==> src/pkg/fsp_defs.vh <==
// Purpose: constants for the flash status and protection block
// Assumes: included by core/fsp_status_protect.v
// Notes: command codes and cycle counts are plain defaults
`ifndef FSP_DEFS_VH
`define FSP_DEFS_VH
`define FSP_SR_SWD 7
`define FSP_SR_BP3 6
`define FSP_SR_TB 5
`define FSP_SR_BPH 4
`define FSP_SR_BPL 2
`define FSP_SR_WEL 1
`define FSP_SR_BUSY 0
`define FSP_SR_NV_MASK 8'hFC
`define FSP_SR_RESET 8'h00
`define FSP_CMD_WREN 8'h06
`define FSP_CMD_WRDI 8'h04
`define FSP_CMD_RDSR 8'h05
`define FSP_CMD_WRSR 8'h01
`define FSP_CMD_WRNV 8'hB1
`define FSP_CMD_PP 8'h02
`define FSP_CMD_SE 8'hD8
`define FSP_CMD_SSE4 8'h20
`define FSP_CMD_SSE32 8'h52
`define FSP_CMD_CE 8'hC7
`define FSP_CMD_RDSFDP 8'h5A
`define FSP_SFDP_ID 16'hFF00
`define FSP_WR_CYCLES 16'h0040
`define FSP_PG_CYCLES 16'h0100
`define FSP_ER_CYCLES 16'h0400
`endif

==> src/core/fsp_status_protect.v <==
// Purpose: status register, write protect and bank map of a serial flash
// Assumes: link clock sampled by clk_sys; mode 0 serial, msb first
// Notes: one byte command, 4 byte address where the command needs one
// Operation
// - 128KB sectors: 64 per bank, 16 banks/die
// - 64KB sectors: 128 per bank, 16 banks/die
// - 64KB sector holds 2x32KB, 16x4KB subsectors
// - parameter header carries identifier FF00h; only its high byte FFh is served
// - status read and write by commands
// - disable bit and low pin lock status
// - top/bottom bit picks protected end
// - protect bits reject program/erase in region
// - write latch clear after power-up
// - busy bit high during write cycles
// - chip erase only with protect code zero
// - busy equals inverse of ready flag
// - code n protects 2^(n-1) blocks up to 11; all from 11 with 128KB sectors, only 15 all with 64KB
// - read other bank while one busy; the code has no array read, busy_bank only names the bank that is busy
`timescale 1ns/100ps
`default_nettype none
`include "fsp_defs.vh"
module fsp_status_protect
(
	// system
	input wire clk_sys,
	input wire rst,
	// serial link pins
	input wire sclk,
	input wire cs_n,
	input wire si,
	output reg so,
	output wire so_oe_n,
	input wire wp_n,
	// configuration and status
	input wire sect64,
	output reg [3:0] busy_bank,
	output reg [3:0] last_bank,
	output reg [11:0] last_sector,
	output reg [4:0] last_sub4k,
	output reg last_protected,
	output wire ready_flag
);
	localparam S_CMD = 4'b0001;
	localparam S_ADR = 4'b0010;
	localparam S_DAT = 4'b0100;
	localparam S_IGN = 4'b1000;
	reg [2:0] sck_s, cs_s, si_s, wp_s;
	reg sck_q, cs_q, wp_q;
	reg [3:0] st_r;
	reg [7:0] cmd_r;
	reg [7:0] sh_r;
	reg [5:0] bit_r;
	reg [31:0] adr_r;
	reg [7:0] sr_nv_r;
	reg wel_r;
	reg busy_r;
	reg [15:0] cnt_r;
	reg [7:0] pend_r;
	reg [1:0] op_r;
	reg [7:0] out_r;
	wire [7:0] status = {sr_nv_r[7:2], wel_r, busy_r};
	wire [15:0] sfdp_id = `FSP_SFDP_ID;
	wire sck_rise;
	wire sck_fall;
	wire sel;
	// majority-free filter: change accepted once stages 2 and 3 agree
	always @(posedge clk_sys)
	begin
		if (rst)
		begin
			sck_s <= 3'h0;
			cs_s <= 3'h7;
			si_s <= 3'h0;
			wp_s <= 3'h7;
			sck_q <= 1'b0;
			cs_q <= 1'b1;
			wp_q <= 1'b1;
		end
		else
		begin
			sck_s <= {sck_s[1:0], sclk};
			cs_s <= {cs_s[1:0], cs_n};
			si_s <= {si_s[1:0], si};
			wp_s <= {wp_s[1:0], wp_n};
			if (sck_s[1] == sck_s[2])
				sck_q <= sck_s[2];
			if (cs_s[1] == cs_s[2])
				cs_q <= cs_s[2];
			if (wp_s[1] == wp_s[2])
				wp_q <= wp_s[2];
		end
	end
	assign sck_rise = (sck_s[1] == sck_s[2]) && sck_s[2] && !sck_q;
	assign sck_fall = (sck_s[1] == sck_s[2]) && !sck_s[2] && sck_q;
	assign sel = !cs_q;
	assign so_oe_n = !(sel && st_r == S_DAT && (cmd_r == `FSP_CMD_RDSR ||
		cmd_r == `FSP_CMD_RDSFDP));
	assign ready_flag = !busy_r;
	// block index of an address in the current sector size
	function [11:0] fsp_block;
		input [31:0] a;
		input s64;
		begin
			if (s64)
				fsp_block = {1'b0, a[26:16]};
			else
				fsp_block = {1'b0, a[26:17]};
		end
	endfunction
	// protected region test; code 11+ is the whole array with 128KB
	function fsp_prot;
		input [11:0] blk;
		input [3:0] code;
		input tb;
		input s64;
		reg [11:0] n;
		reg [11:0] top;
		reg [11:0] cnt;
		begin
			n = 12'h000;
			top = s64 ? 12'h7FF : 12'h3FF;
			if (code == 4'h0)
				cnt = 12'h000;
			else if (!s64 && code > 4'hA)
				cnt = 12'h400;
			else if (s64 && code == 4'hF)
				cnt = 12'h800;
			else if (s64 && code > 4'hB)
				cnt = 12'h800 - (12'h800 >> (code - 4'hA));
			else
				cnt = 12'h001 << (code - 4'h1);
			n = tb ? blk : top - blk;
			fsp_prot = (code != 4'h0) && (n < cnt);
		end
	endfunction
	wire [3:0] bp = {sr_nv_r[`FSP_SR_BP3], sr_nv_r[`FSP_SR_BPH:`FSP_SR_BPL]};
	wire [11:0] blk_now = fsp_block(adr_r, sect64);
	wire hw_lock = sr_nv_r[`FSP_SR_SWD] && !wp_q;
	always @(posedge clk_sys)
	begin
		if (rst)
		begin
			st_r <= S_CMD;
			cmd_r <= 8'h00;
			sh_r <= 8'h00;
			bit_r <= 6'h00;
			adr_r <= 32'h0;
			sr_nv_r <= `FSP_SR_RESET;
			wel_r <= 1'b0;
			busy_r <= 1'b0;
			cnt_r <= 16'h0;
			pend_r <= 8'h00;
			op_r <= 2'h0;
			out_r <= 8'h00;
			so <= 1'b0;
			busy_bank <= 4'h0;
			last_bank <= 4'h0;
			last_sector <= 12'h000;
			last_sub4k <= 5'h00;
			last_protected <= 1'b0;
		end
		else
		begin
			// internal cycle; latch and busy drop only at its end
			if (busy_r)
			begin
				if (cnt_r == 16'h0001)
				begin
					if (op_r == 2'h1)
						sr_nv_r <= pend_r & `FSP_SR_NV_MASK;
					busy_r <= 1'b0;
					wel_r <= 1'b0;
				end
				cnt_r <= cnt_r - 16'h0001;
			end
			if (!sel)
			begin
				st_r <= S_CMD;
				bit_r <= 6'h00;
			end
			else if (sck_fall && !so_oe_n)
			begin
				so <= out_r[7];
				out_r <= {out_r[6:0], out_r[7]};
			end
			else if (sck_rise)
			begin
				sh_r <= {sh_r[6:0], si_s[2]};
				bit_r <= bit_r + 6'h01;
				case (st_r)
				S_CMD:
					if (bit_r == 6'h07)
					begin
						cmd_r <= {sh_r[6:0], si_s[2]};
						bit_r <= 6'h00;
						st_r <= S_DAT;
						// first bit leaves on the next fall, as mode 0 wants
						out_r <= status;
						case ({sh_r[6:0], si_s[2]})
						`FSP_CMD_WREN:
							if (!busy_r)
								wel_r <= 1'b1;
						`FSP_CMD_WRDI:
							if (!busy_r)
								wel_r <= 1'b0;
						`FSP_CMD_PP, `FSP_CMD_SE, `FSP_CMD_SSE4,
						`FSP_CMD_SSE32, `FSP_CMD_RDSFDP:
							st_r <= S_ADR;
						default:
							;
						endcase
					end
				S_ADR:
					begin
						adr_r <= {adr_r[30:0], si_s[2]};
						if (bit_r == 6'h1F)
						begin
							st_r <= S_DAT;
							bit_r <= 6'h00;
							// only the identifier's high byte is served
							out_r <= sfdp_id[15:8];
						end
					end
				S_DAT:
					if (bit_r == 6'h07)
						bit_r <= 6'h00;
				default:
					st_r <= S_IGN;
				endcase
			end
			// command acts at deselect, once the command and any address bits are in; data bits are not counted
			if (cs_s[1] == cs_s[2] && cs_s[2] && !cs_q && st_r == S_DAT &&
				!busy_r && wel_r)
			begin
				case (cmd_r)
				`FSP_CMD_WRSR, `FSP_CMD_WRNV:
					if (!(hw_lock && cmd_r == `FSP_CMD_WRSR))
					begin
						busy_r <= 1'b1;
						op_r <= (cmd_r == `FSP_CMD_WRSR) ? 2'h1 : 2'h2;
						pend_r <= sh_r;
						cnt_r <= `FSP_WR_CYCLES;
					end
				`FSP_CMD_PP, `FSP_CMD_SE, `FSP_CMD_SSE4, `FSP_CMD_SSE32:
					if (!fsp_prot(blk_now, bp, sr_nv_r[`FSP_SR_TB], sect64))
					begin
						busy_r <= 1'b1;
						op_r <= 2'h3;
						cnt_r <= (cmd_r == `FSP_CMD_PP) ? `FSP_PG_CYCLES :
							`FSP_ER_CYCLES;
						busy_bank <= sect64 ? blk_now[10:7] :
							blk_now[9:6];
					end
				`FSP_CMD_CE:
					if (bp == 4'h0)
					begin
						busy_r <= 1'b1;
						op_r <= 2'h3;
						cnt_r <= `FSP_ER_CYCLES;
					end
				default:
					;
				endcase
			end
			// bank, sector and 4KB subsector of the last address
			last_sector <= blk_now;
			last_bank <= sect64 ? blk_now[10:7] : blk_now[9:6];
			if (sect64)
				last_bank <= blk_now[10:7];
			last_sub4k <= sect64 ? {1'b0, adr_r[15:12]} : adr_r[16:12];
			if (sect64)
				last_sub4k <= {1'b0, adr_r[15:12]};
			last_protected <= fsp_prot(blk_now, bp, sr_nv_r[`FSP_SR_TB],
				sect64);
		end
	end
endmodule // fsp_status_protect
`default_nettype wire

==> config.mk <==
export PLATFORM = sky130hd
export DESIGN_NAME = fsp_status_protect
export DESIGN_NICKNAME = d
export VERILOG_FILES = /design/src/core/fsp_status_protect.v
export VERILOG_INCLUDE_DIRS = /design/src /design/src/pkg
export SDC_FILE = /design/constraint.sdc
export NUM_CORES = 1
export LEC_CHECK = 0
export ABC_AREA = 1
export BUFFER_PORTS_ARGS = -buffer_cell sky130_fd_sc_hd__clkbuf_2
export CAP_MARGIN = 20
export CORE_MARGIN = 2
export CORE_UTILIZATION = 40
export CTS_CLUSTER_DIAMETER = 100
export CTS_CLUSTER_SIZE = 40
export DETAILED_ROUTE_END_ITERATION = 7
export PLACE_DENSITY = 0.65
export SETUP_SLACK_MARGIN = 0.02
export SLEW_MARGIN = 20
export SYNTH_ARGS = -nofsm -noshare
export SYNTH_HDL_FRONTEND = slang
export SYNTH_SLANG_ARGS = --single-unit
==> constraint.sdc <==
create_clock -name clk_sys -period 4.1 [get_ports clk_sys]
set_clock_uncertainty 0.15 [all_clocks]
set_input_delay 0.41 -clock clk_sys [delete_from_list [all_inputs] [get_ports clk_sys]]
set_output_delay 0.41 -clock clk_sys [all_outputs]
set_load 0.01 [all_outputs]
==> summary.md, run 1 <==
| Metric | Value |
|---|---|
| Initial antenna violation count | `0` |
| Dpl hpwl | `between 10,000 and 15,000 um` |
| Core region area | `between 0.015 and 0.02 mm^2` |
| Post-synth EDFFs | `0` |
| Worst hold path endpoint | `sck_s[0]` |
| Root buffer cell | `clkbuf_16` |
| Tot GR Track Use | `0.175` |
| Proportion of synthesized area in mux cells | `0` |
| Cts bufs inserted | `17` |
| Reg2reg path depth | `25` |
| Worst hold start | `sclk` |
| Initial core utilization | `0.408` |
| Post-synthesis cell count | `around 870` |
| FMAX | `about 270 MHz` |
| Synth async-reset ratio | `0` |
| Least-Margin Pin Slew | `~1 ns` |
| Max-Cap Viols | `0` |
| Reg clk slew, reported paths | `roughly 0.07 ns` |
| Pwr/cell area | `around 380 mW/mm^2` |
| Router iterations before antenna repair | `5` |
| Die area | `0.0172 mm^2` |
| Die height | `131 um` |
| Pre-CTS WS | `0.0699 ns` |
| Pleak | `approximately 3.2 nW` |
| Site Rows | `46` |
| Most frequent cell after synthesis | `dfxtp_1` |
| Synth Register Bits | `approximately 130` |
| Setup crit end kind | `register` |
| Vias/cell | `4.94` |
| Layout fillers | `about 1,600` |
| Final Max Slew Viols | `0` |
| Synth unique cells | `49` |
| Final setup fails | `0` |
| Final Wtd Congestion | `between 0.8 and 0.9` |
| Setup TNS | `0 ns` |
| Clk_lat worst skew | `around 0.43 ns` |
| Hold depth | `3` |
| Top post-synthesis cells by count | `134 x dfxtp_1, 120 x nor2_1, 109 x nand2_1, 107 x o21ai_0, 96 x inv_1` |
| Syn Std Cell Area | `roughly 0.0065 mm^2` |
| Seq/Total Area, Yosys | `0.414` |
| Critical Path AT | `between 3 and 4 ns` |
| Compound-Gate Fraction of Synth Area | `0.179` |
| Top-area cell type share of the netlist area | `0.414` |
| Final Cycle Share | `0.912` |
| CP max-delay cell | `dfxtp_1` |
| Pin count of the biggest net entering global routing | `48` |
| XOR/XNOR share of the synthesized area | `0.0257` |
| Largest cells by area after synthesis | `dfxtp_1 41%, o21ai_0 8.3%, nor2_1 7.0%` |
| Vias | `about 5,600` |
| Hold Vio Cnt, Final | `0` |
| Avg Inst Size Synth | `7.44 um^2` |
| First-pass GRT wire length | `roughly 25,000 um` |
| Synth area leader | `dfxtp_1` |
| Nets | `938` |
| Antenna Cells | `0` |
| IR Drop Worst-Case VDD | `roughly 330 uV` |
| Max Fanout on Critical Path | `11` |
| Global route overflow | `0` |
| Worst Hold Class | `in -> reg` |
| WL final | `~15,000 um` |
| RR Endpoint | `cnt_r[7]` |
| CTS tree | `done` |
| Fin worst setup slack | `between 0.3 and 0.4 ns` |
| First DRT Iteration DRCs | `425` |
| I/O Buffers | `34` |
| Area Overhead vs Synth | `14.9%` |
| Bufs on Longest Clock Path | `2` |
| Fin crit period | `between 3 and 4 ns` |
| Worst r2r src | `sr_nv_r[3]` |
| Remaining antenna violation count | `0` |
| CP Launch Type | `register` |
| Synth Area in Simple Gates | `0.238` |
| Die Wd | `131 um` |
| Htree depth | `4` |
| DRC | `0` |
| Routed WL per cell | `around 13 um` |
| Reg2Reg Setup Slack | `0.36 ns` |
| Yosys warning count | `0` |
| Boundary Pins | `36` |
| Clock sinks | `134` |
| Adder-Cell Fraction of Synth Area | `0.0483` |
| Layout cells sized above 1 | `0.156` |
| WS Path Type | `reg -> reg` |
| Vias in the first global route | `5,242` |
| Prevailing post-synth register cell | `dfxtp_1` |
| Peak per-stage delay on the critical path | `0.37 ns` |
| Worst EP required | `between 4 and 5 ns` |
| Relative slew margins | `0.332` |
| Outcome | `finished, final reports clean` |
| RSZ-0062 raised after global routing | `false` |
| Main combinational cell family by area after synthesis | `simple AND/OR/NAND/NOR gates` |
-- area by class of cell --
type,instances,area [um^2],area share
Inverter,114,435,0.0585
Clock buffer,20,457,0.0613
Clock inverter,12,109,0.0146
Tap cell,216,270,0.0363
Sequential cell,134,2680,0.360
Multi-Input combinational cell,591,3210,0.432
Timing Repair Buffer,48,278,0.0373
-- layout by cell type (no fill, tap or decap), types with 3 or more instances in the layout --
cell	instances
o21ai_1	6
nor4_1	3
inv_6	5
inv_4	3
ha_1	23
inv_1	95
nor3_2	3
a311oi_1	4
a21oi_1	68
nand2_4	3
a21oi_2	3
nor2_1	117
nand2_1	109
o211ai_1	5
nor3_1	13
nand4_1	13
nand3_1	39
nor2_2	5
clkbuf_16	17
or2_2	8
nand2_2	8
clkbuf_2	34
inv_8	3
a211oi_1	3
xor2_1	19
clkinvlp_4	3
dfxtp_1	133
inv_2	15
buf_4	13
o21ai_0	105
a31oi_1	4
-- where the power goes --
group	total (mW)	switching [mW]	internal (mW)
Clock	1.46	0.633	0.828
Sequential	1.32	0.00415	1.31
Combinational	0.0761	0.0510	0.0251
Total	2.85	0.688	2.16
-- what timing repair did --
action,in CTS,in global routing
hold endpoints to repair,1,0
endpoints found under the setup margin,0,24
gates resized for setup,0,11
buffers inserted,0,3
hold buffers,1,0
-- flip-flops by register name, summed over array words and instances, names as in the netlist, 5 cells and up --
signal,count
out_r,8
sh_r,8
pend_r,6
bit_r,6
sr_nv_r,6
cmd_r,8
last_sector,11
last_sub4k,5
cnt_r,16
adr_r,27
-- kinds of logic after synthesis --
family | count (synthesis)
AO/OA/AOI/OAI | 210
XOR/XNOR | 19
adder cells (fa/ha/maj) | 25
buffers and inverters | 147
flip-flops | 134
other | 1
AND/OR/NAND/NOR | 335
-- per-stage QoR --
step                std cells  hold WS, ns   util  power (mW)  cell area (um^2)
floorplan                 872        0.238      -        1.40              6480
global placement         1099        0.239  0.430        1.42              6820
detailed placement       1099        0.245  0.430        1.42              6820
CTS                      1132      0.00268  0.466        2.88              7400
global route             1135      0.00812  0.469        2.96              7450
finish                   1135       0.0177  0.469        2.85              7450
-- worst max path at each step --
stage	startpoint	endpoint	slack [ns]
5_1_grt	sr_nv_r[3]	cnt_r[7]	0.02
3_3_place_gp	sr_nv_r[4]	cnt_r[7]	0.18
4_1_cts	sr_nv_r[4]	cnt_r[7]	0.05
2_1_floorplan	sr_nv_r[3]	cnt_r[9]	0.55
6_report	sr_nv_r[3]	cnt_r[7]	0.36
3_5_place_dp	sr_nv_r[4]	cnt_r[7]	0.07
-- metal layers --
metal | vias to the layer above | global-route usage | part of all wire
met4 | 0 | 0.0628 | 0.015
met3 | 17 | 0.0401 | 0.033
met2 | 87 | 0.279 | 0.45
li1 | 2948 | - | -
met5 | - | 0 | 0
met1 | 2555 | 0.234 | 0.50
-- critical path, delay by kind of cell (launching register included) --
family	cells	cell delay, ns
AND/OR/NAND/NOR	14	1.72
buffers and inverters	5	0.31
adder cells (fa/ha/maj)	3	0.69
AO/OA/AOI/OAI	3	0.42
flip-flops	1	0.37
Note: power is estimated with default switching activity, not from simulation.
==> run 2, diff against run 1 <==
- BUFFER_PORTS_ARGS: -buffer_cell sky130_fd_sc_hd__clkbuf_2 -> -buffer_cell sky130_fd_sc_hd__buf_2
- CORE_UTILIZATION: 40 -> 61
- GPL_TIMING_DRIVEN: not set -> 0
- PLACE_DENSITY: 0.65 -> 0.89
==> summary.md, run 2 (synthesized netlist as in run 1, its figures left out) <==
| Metric | Value |
|---|---|
| Commonest non-fill, non-tap cell in the layout | `dfxtp_1` |
| Relative slew margins | `0.541 (+0.209)` |
| Cts bufs inserted | `17 (unchanged)` |
| Global route overflow | `0 (unchanged)` |
| Router iterations before antenna repair | `5 (unchanged)` |
| Routed WL per cell | `14.3 um (+11%)` |
| Vias in the first global route | `5,553 (+5.9%)` |
| Multi-input logic area | `0.00324 mm^2 (+0.82%)` |
| Setup crit end kind | `register` |
| Bufs on Longest Clock Path | `2 (unchanged)` |
| Boundary Pins | `36 (unchanged)` |
| Placed cells | `1,041 (-5.3%)` |
| Initial core utilization | `0.628 (+0.220)` |
| Pin count of the biggest net entering global routing | `17 (-65%)` |
| First DRT Iteration DRCs | `467 (+9.9%)` |
| WS Path Type | `reg -> reg` |
| Sequential cell area | `0.00268 mm^2 (about the same)` |
| Least-Margin Pin Slew | `0.689 ns (-0.305 ns)` |
| Layout cells sized above 1 | `0.153 (-0.00258)` |
| Worst EP required | `4.37 ns (+0.05 ns)` |
| Max-Cap Viols | `0 (unchanged)` |
| Max Fanout on Critical Path | `10 (-1)` |
| CTS tree | `done` |
| Layout fillers | `787 (-50%)` |
| CP Launch Type | `register` |
| Tot GR Track Use | `0.279 (+0.104)` |
| Outcome | `finished, final reports clean` |
| Worst Hold Class | `in -> reg` |
| Worst hold slack | `0.0303 ns (+0.0126 ns)` |
| DRC | `0 (unchanged)` |
| Die area | `0.0115 mm^2 (-33%)` |
| Reg clk slew, reported paths | `0.06 ns (about the same)` |
| Worst hold start | `rst` |
| Pleak | `3.21 nW (+1.2%)` |
| Dpl hpwl | `10,600 um (+4.3%)` |
| Area Overhead vs Synth | `15.4%` |
| Core region area | `0.0103 mm^2 (-35%)` |
| Commonest non-fill, non-tap cells in the layout | `134 x dfxtp_1, 117 x nor2_1, 109 x nand2_1` |
| Pwr/cell area | `381 mW/mm^2 (-0.62%)` |
| RSZ-0062 raised after global routing | `false` |
| Layout Utilization | `0.724 (+0.255)` |
| Final Max Slew Viols | `0 (unchanged)` |
| Clock sinks | `134 (unchanged)` |
| Largest registers | `adr_r x27, cnt_r x16, last_sector x11` |
| I/O Buffers | `33 (-2.9%)` |
| Final Wtd Congestion | `0.921 (+6.7%)` |
| Clk_lat worst skew | `0.53 ns (+0.10 ns)` |
| Worst setup startpoint | `sr_nv_r[3]` |
| Remaining antenna violation count | `0 (unchanged)` |
| Final setup fails | `0 (unchanged)` |
| Die Wd | `107 um (-18%)` |
| Largest reg by FF count | `adr_r` |
| Initial antenna violation count | `0 (unchanged)` |
| Final Cycle Share | `0.941 (+0.0289)` |
| Fin crit period | `3.86 ns (+0.118 ns)` |
| First-pass GRT wire length | `25,600 um (+2.2%)` |
| IR Drop Worst-Case VDD | `314 uV (-5.5%)` |
| Site Rows | `37 (-20%)` |
| Hold Vio Cnt, Final | `0 (unchanged)` |
| Max FFs per register | `27 (unchanged)` |
| Vias/cell | `5.57 (+13%)` |
| Pwr Total | `2.85 mW (-0.25%)` |
| Final Non-Filler Cells | `1,077 (-5.1%)` |
| FMAX | `259 MHz (-3.1%)` |
| Worst r2r src | `sr_nv_r[3]` |
| Critical Path AT | `4.12 ns (+0.16 ns)` |
| Vias | `5,996 (+6.9%)` |
| Root buffer cell | `clkbuf_8` |
| Die height | `107 um (-18%)` |
| Nets | `960 (+2.3%)` |
| WL final | `15,400 um (+5.7%)` |
| Postcts setup bufs | `0 (unchanged)` |
| Htree depth | `4 (unchanged)` |
| Antenna Cells | `0 (unchanged)` |
## run 2: cell types whose count changed in the layout (fill, tap and decap cells not counted), moves of 2 or more
cell           previous run  this run
buf_2                     0        35
buf_4                    13         3
buf_6                     0         5
clkbuf_1                  1        22
clkbuf_2                 34         0
dlygate4sd3_1             1         4
ha_1                     23        21
o21ai_0                 105       107
o21ai_1                   6         4
## run 2: worst max-delay path, cell delays in order, from the launching register on
cell and delay [ns]:
dfxtp_1 0.32, buf_6 0.14, inv_4 0.07, ha_4 0.17, inv_1 0.06, nor2_2 0.04
nor2_4 0.19, inv_4 0.08, nor2_4 0.13, nand2_1 0.07, ha_2 0.21, nand2_1 0.08
a31o_2 0.10, a21oi_1 0.06, o21ai_0 0.20, nand2_1 0.09, ha_1 0.29, nand3_1 0.07
inv_1 0.06, a32oi_1 0.15, nand2_1 0.11, nor3_4 0.29, nand2_2 0.11, nand3_1 0.13
inv_2 0.10, o21ai_0 0.18, a21oi_1 0.06
## run 2: layout make-up
class | instances | area share
Clock buffer | 18 | 0.0572
Clock inverter | 14 | 0.0181
Multi-Input combinational cell | 591 | 0.434
Tap cell | 136 | 0.0228
Sequential cell | 134 | 0.359
Inverter | 114 | 0.0586
Timing Repair Buffer | 37 | 0.0275
Buffer | 33 | 0.0234
## run 2: through the flow
stage	worst slack [ns]	TNS [ns]	instance area [um^2]
finish	0.244	0	7470
global route	0.0239	0	7470
CTS	0.0727	0	7430
detailed placement	-0.0656	-0.170	6820
global placement	0.0397	0	6820
floorplan	0.554	0	6480
## run 2: layer usage
metal | share of wire | wire length [um] | global-route usage | up-vias
met1 | 0.43 | 6680 | 0.344 | 2782
met2 | 0.47 | 7270 | 0.462 | 188
met4 | 0.031 | 472 | 0.135 | 0
met3 | 0.061 | 938 | 0.0602 | 46
met5 | 0 | 0 | 0 | -
li1 | - | - | - | 2980
## run 2: repair_timing
item / in CTS / in global routing
hold buffers: 4 / 0
resized for setup: 2 / 14
hold endpoints to repair: 4 / 0
cloned: 0 / 0
pin swaps: 0 / 1
endpoints found under the setup margin: 18 / 24
## run 2: worst paths after layout
| path | cells after the start | slack [ns] | endpoint |
|---|---|---|---|
| setup / recovery | 26 | 0.24 | busy_bank[1] |
| hold / removal | 3 | 0.03 | st_r[0] |
| setup reg to reg | 26 | 0.24 | busy_bank[1] |
| hold reg to reg | 2 | 0.25 | si_s[1] |
## run 2: report_power, final
part	internal [mW]	total [mW]	switching (mW)
Clock	0.788	1.44	0.652
Sequential	1.31	1.32	0.00460
Combinational	0.0301	0.0890	0.0589
Total	2.13	2.85	0.716
==> run 3, diff against run 2 <==
- CORE_UTILIZATION: 61 -> 40
- PLACE_DENSITY: 0.89 -> 0.65
==> summary.md, run 3 (synthesized netlist as in run 1, its figures left out) <==
| Metric | Value |
|---|---|
| CP Launch Type | `register` |
| Final Wtd Congestion | `0.899 (-2.3%)` |
| Placed cells | `1,121 (+7.7%)` |
| First-pass GRT wire length | `25,600 um (about the same)` |
| Tot GR Track Use | `0.181 (-0.0976)` |
| Setup crit end kind | `register` |
| Final setup fails | `0 (unchanged)` |
| Core region area | `0.0159 mm^2 (+54%)` |
| Max FFs per register | `27 (unchanged)` |
| Flop pwr share | `0.459 (-0.003)` |
| WL final | `15,200 um (-0.83%)` |
| Die area | `0.0172 mm^2 (+50%)` |
| Vias in the first global route | `5,385 (-3.0%)` |
| Hold_buf cts | `0 (-4)` |
| Nets | `959 (-0.10%)` |
| Area Overhead vs Synth | `16.4%` |
| Hold Vio Cnt, Final | `0 (unchanged)` |
| IR Drop Worst-Case VDD | `307 uV (-2.2%)` |
| Vias/cell | `5.00 (-10%)` |
| Final Cycle Share | `0.913 (-0.0275)` |
| Cts bufs inserted | `17 (unchanged)` |
| Reg clk slew, reported paths | `0.05 ns (about the same)` |
| Dpl hpwl | `11,000 um (+3.9%)` |
| Clk_lat worst skew | `0.42 ns (-0.11 ns)` |
| I/O Buffers | `33 (unchanged)` |
| DRC | `0 (unchanged)` |
| Pleak | `3.22 nW (+0.34%)` |
| Router iterations before antenna repair | `5 (unchanged)` |
| CTS tree | `done` |
| Fin worst setup slack | `0.357 ns (+0.113 ns)` |
| Initial core utilization | `0.408 (-0.220)` |
| Outcome | `finished, final reports clean` |
| Vias | `5,768 (-3.8%)` |
| Critical Path AT | `3.89 ns (-0.23 ns)` |
| Final Non-Filler Cells | `1,153 (+7.1%)` |
| Clock sinks | `134 (unchanged)` |
| Internal power | `2.29 mW (+7.4%)` |
| First DRT Iteration DRCs | `458 (-1.9%)` |
| Final Cell Area | `0.00754 mm^2 (+0.87%)` |
| Pin count of the biggest net entering global routing | `17 (unchanged)` |
| Layout Utilization | `0.475 (-0.249)` |
| Combinational cell fraction of total power | `0.029 (-0.002)` |
| Sw frac | `0.204 (-0.0478)` |
| Root buffer cell | `clkbuf_16` |
| Bufs on Longest Clock Path | `2 (unchanged)` |
| Least-Margin Pin Slew | `0.713 ns (+0.0243 ns)` |
| Largest reg by FF count | `adr_r` |
| WS Path Type | `reg -> reg` |
| Max Fanout on Critical Path | `8 (-2)` |
| Antenna Cells | `0 (unchanged)` |
| Initial antenna violation count | `0 (unchanged)` |
| Worst hold slack | `0.0237 ns (-0.00655 ns)` |
| Htree depth | `4 (unchanged)` |
| Boundary Pins | `36 (unchanged)` |
| Die height | `131 um (+23%)` |
| Placed cell areas | `0.00692 mm^2 (+1.5%)` |
| Max-Cap Viols | `0 (unchanged)` |
| Final Max Slew Viols | `0 (unchanged)` |
| Die Wd | `131 um (+23%)` |
| Fin crit period | `3.74 ns (-0.113 ns)` |
| Relative slew margins | `0.524 (-0.0162)` |
| Routed WL per cell | `13.2 um (-7.4%)` |
| FMAX | `267 MHz (+3.0%)` |
| Layout fillers | `1,623 (+110%)` |
| Pre-CTS WS | `-0.0857 ns (-0.0201 ns)` |
| Commonest non-fill, non-tap cells in the layout | `134 x dfxtp_1, 117 x nor2_1, 109 x nand2_1` |
| Site Rows | `46 (+24%)` |
| Commonest non-fill, non-tap cell in the layout | `dfxtp_1` |
| Switch Pwr | `0.585 mW (-18%)` |
| Pwr/cell area | `381 mW/mm^2 (about the same)` |
| Worst EP required | `4.25 ns (-0.12 ns)` |
| Clk pwr share | `0.512 (+0.006)` |
| RSZ-0062 raised after global routing | `false` |
| Worst Hold Class | `in -> reg` |
| Layout cells sized above 1 | `0.147 (-0.00575)` |
| Remaining antenna violation count | `0 (unchanged)` |
| Largest registers | `adr_r x27, cnt_r x16, last_sector x11` |
| Global route overflow | `0 (unchanged)` |
==> run 3: repair_timing <==
action,4_1_cts,5_1_grt
pin swaps,0,3
gates resized for setup,2,13
endpoints found under the setup margin,18,24
setup buffers,0,3
==> run 3: power by group through the flow <==
stage | sequential (mW) | combinational [mW] | clock, mW
5_1_grt | 1.32 | 0.0948 | 1.56
2_1_floorplan | 1.35 | 0.0542 | 0
6_report | 1.32 | 0.0842 | 1.47
4_1_cts | 1.32 | 0.0846 | 1.50
3_5_place_dp | 1.34 | 0.0835 | 0
3_3_place_gp | 1.34 | 0.0825 | 0
==> run 3: per-layer routing <==
layer | vias to the layer above | GRT usage | wire, um
met1 | 2662 | 0.231 | 7290
met2 | 101 | 0.297 | 7150
met3 | 21 | 0.0451 | 536
met4 | 0 | 0.0688 | 247
li1 | 2984 | - | -
met5 | - | 0 | 0
==> run 3: final cells by class <==
cell class / count / area [um^2] / area share
clock inverter: 4 / 70.1 / 0.00929
inverter: 114 / 438 / 0.0581
clock buffer: 25 / 495 / 0.0657
timing repair buffer: 36 / 188 / 0.0249
buffer: 33 / 175 / 0.0232
tap: 216 / 270 / 0.0358
multi-input combinational: 591 / 3220 / 0.427
sequential: 134 / 2680 / 0.356
==> run 3: metrics by stage <==
| stage | power [mW] | TNS, ns |
|---|---|---|
| 2_1_floorplan | 1.40 | 0 |
| 3_3_place_gp | 1.43 | -0.0530 |
| 3_5_place_dp | 1.43 | -0.280 |
| 4_1_cts | 2.90 | 0 |
| 5_1_grt | 2.97 | 0 |
| 6_report | 2.87 | 0 |
==> run 3: critical path, cell delays in order, from the launching register on <==
cell	delay, ns
dfxtp_1	0.30
buf_6	0.12
inv_4	0.09
ha_2	0.22
inv_1	0.06
nor2_2	0.12
nor2_4	0.06
buf_4	0.15
nand2_1	0.07
ha_2	0.19
inv_1	0.06
a21oi_2	0.13
inv_1	0.08
o21ai_0	0.15
a21oi_1	0.06
nand3b_1	0.17
ha_1	0.22
a21oi_1	0.11
o21ai_0	0.09
nand3_1	0.08
nand2_1	0.09
nor3_4	0.28
nand2_2	0.12
nand3_1	0.13
inv_2	0.11
o21ai_1	0.13
a21oi_1	0.06
==> run 3: final timing paths <==
kind | endpoint | start | slack, ns | cells after the start
hold reg to reg | si_s[2] | si_s[1] | 0.24 | 2
setup / recovery | busy_bank[3] | sr_nv_r[3] | 0.36 | 26
setup reg to reg | busy_bank[3] | sr_nv_r[3] | 0.36 | 26
hold / removal | wp_s[0] | wp_n | 0.02 | 2
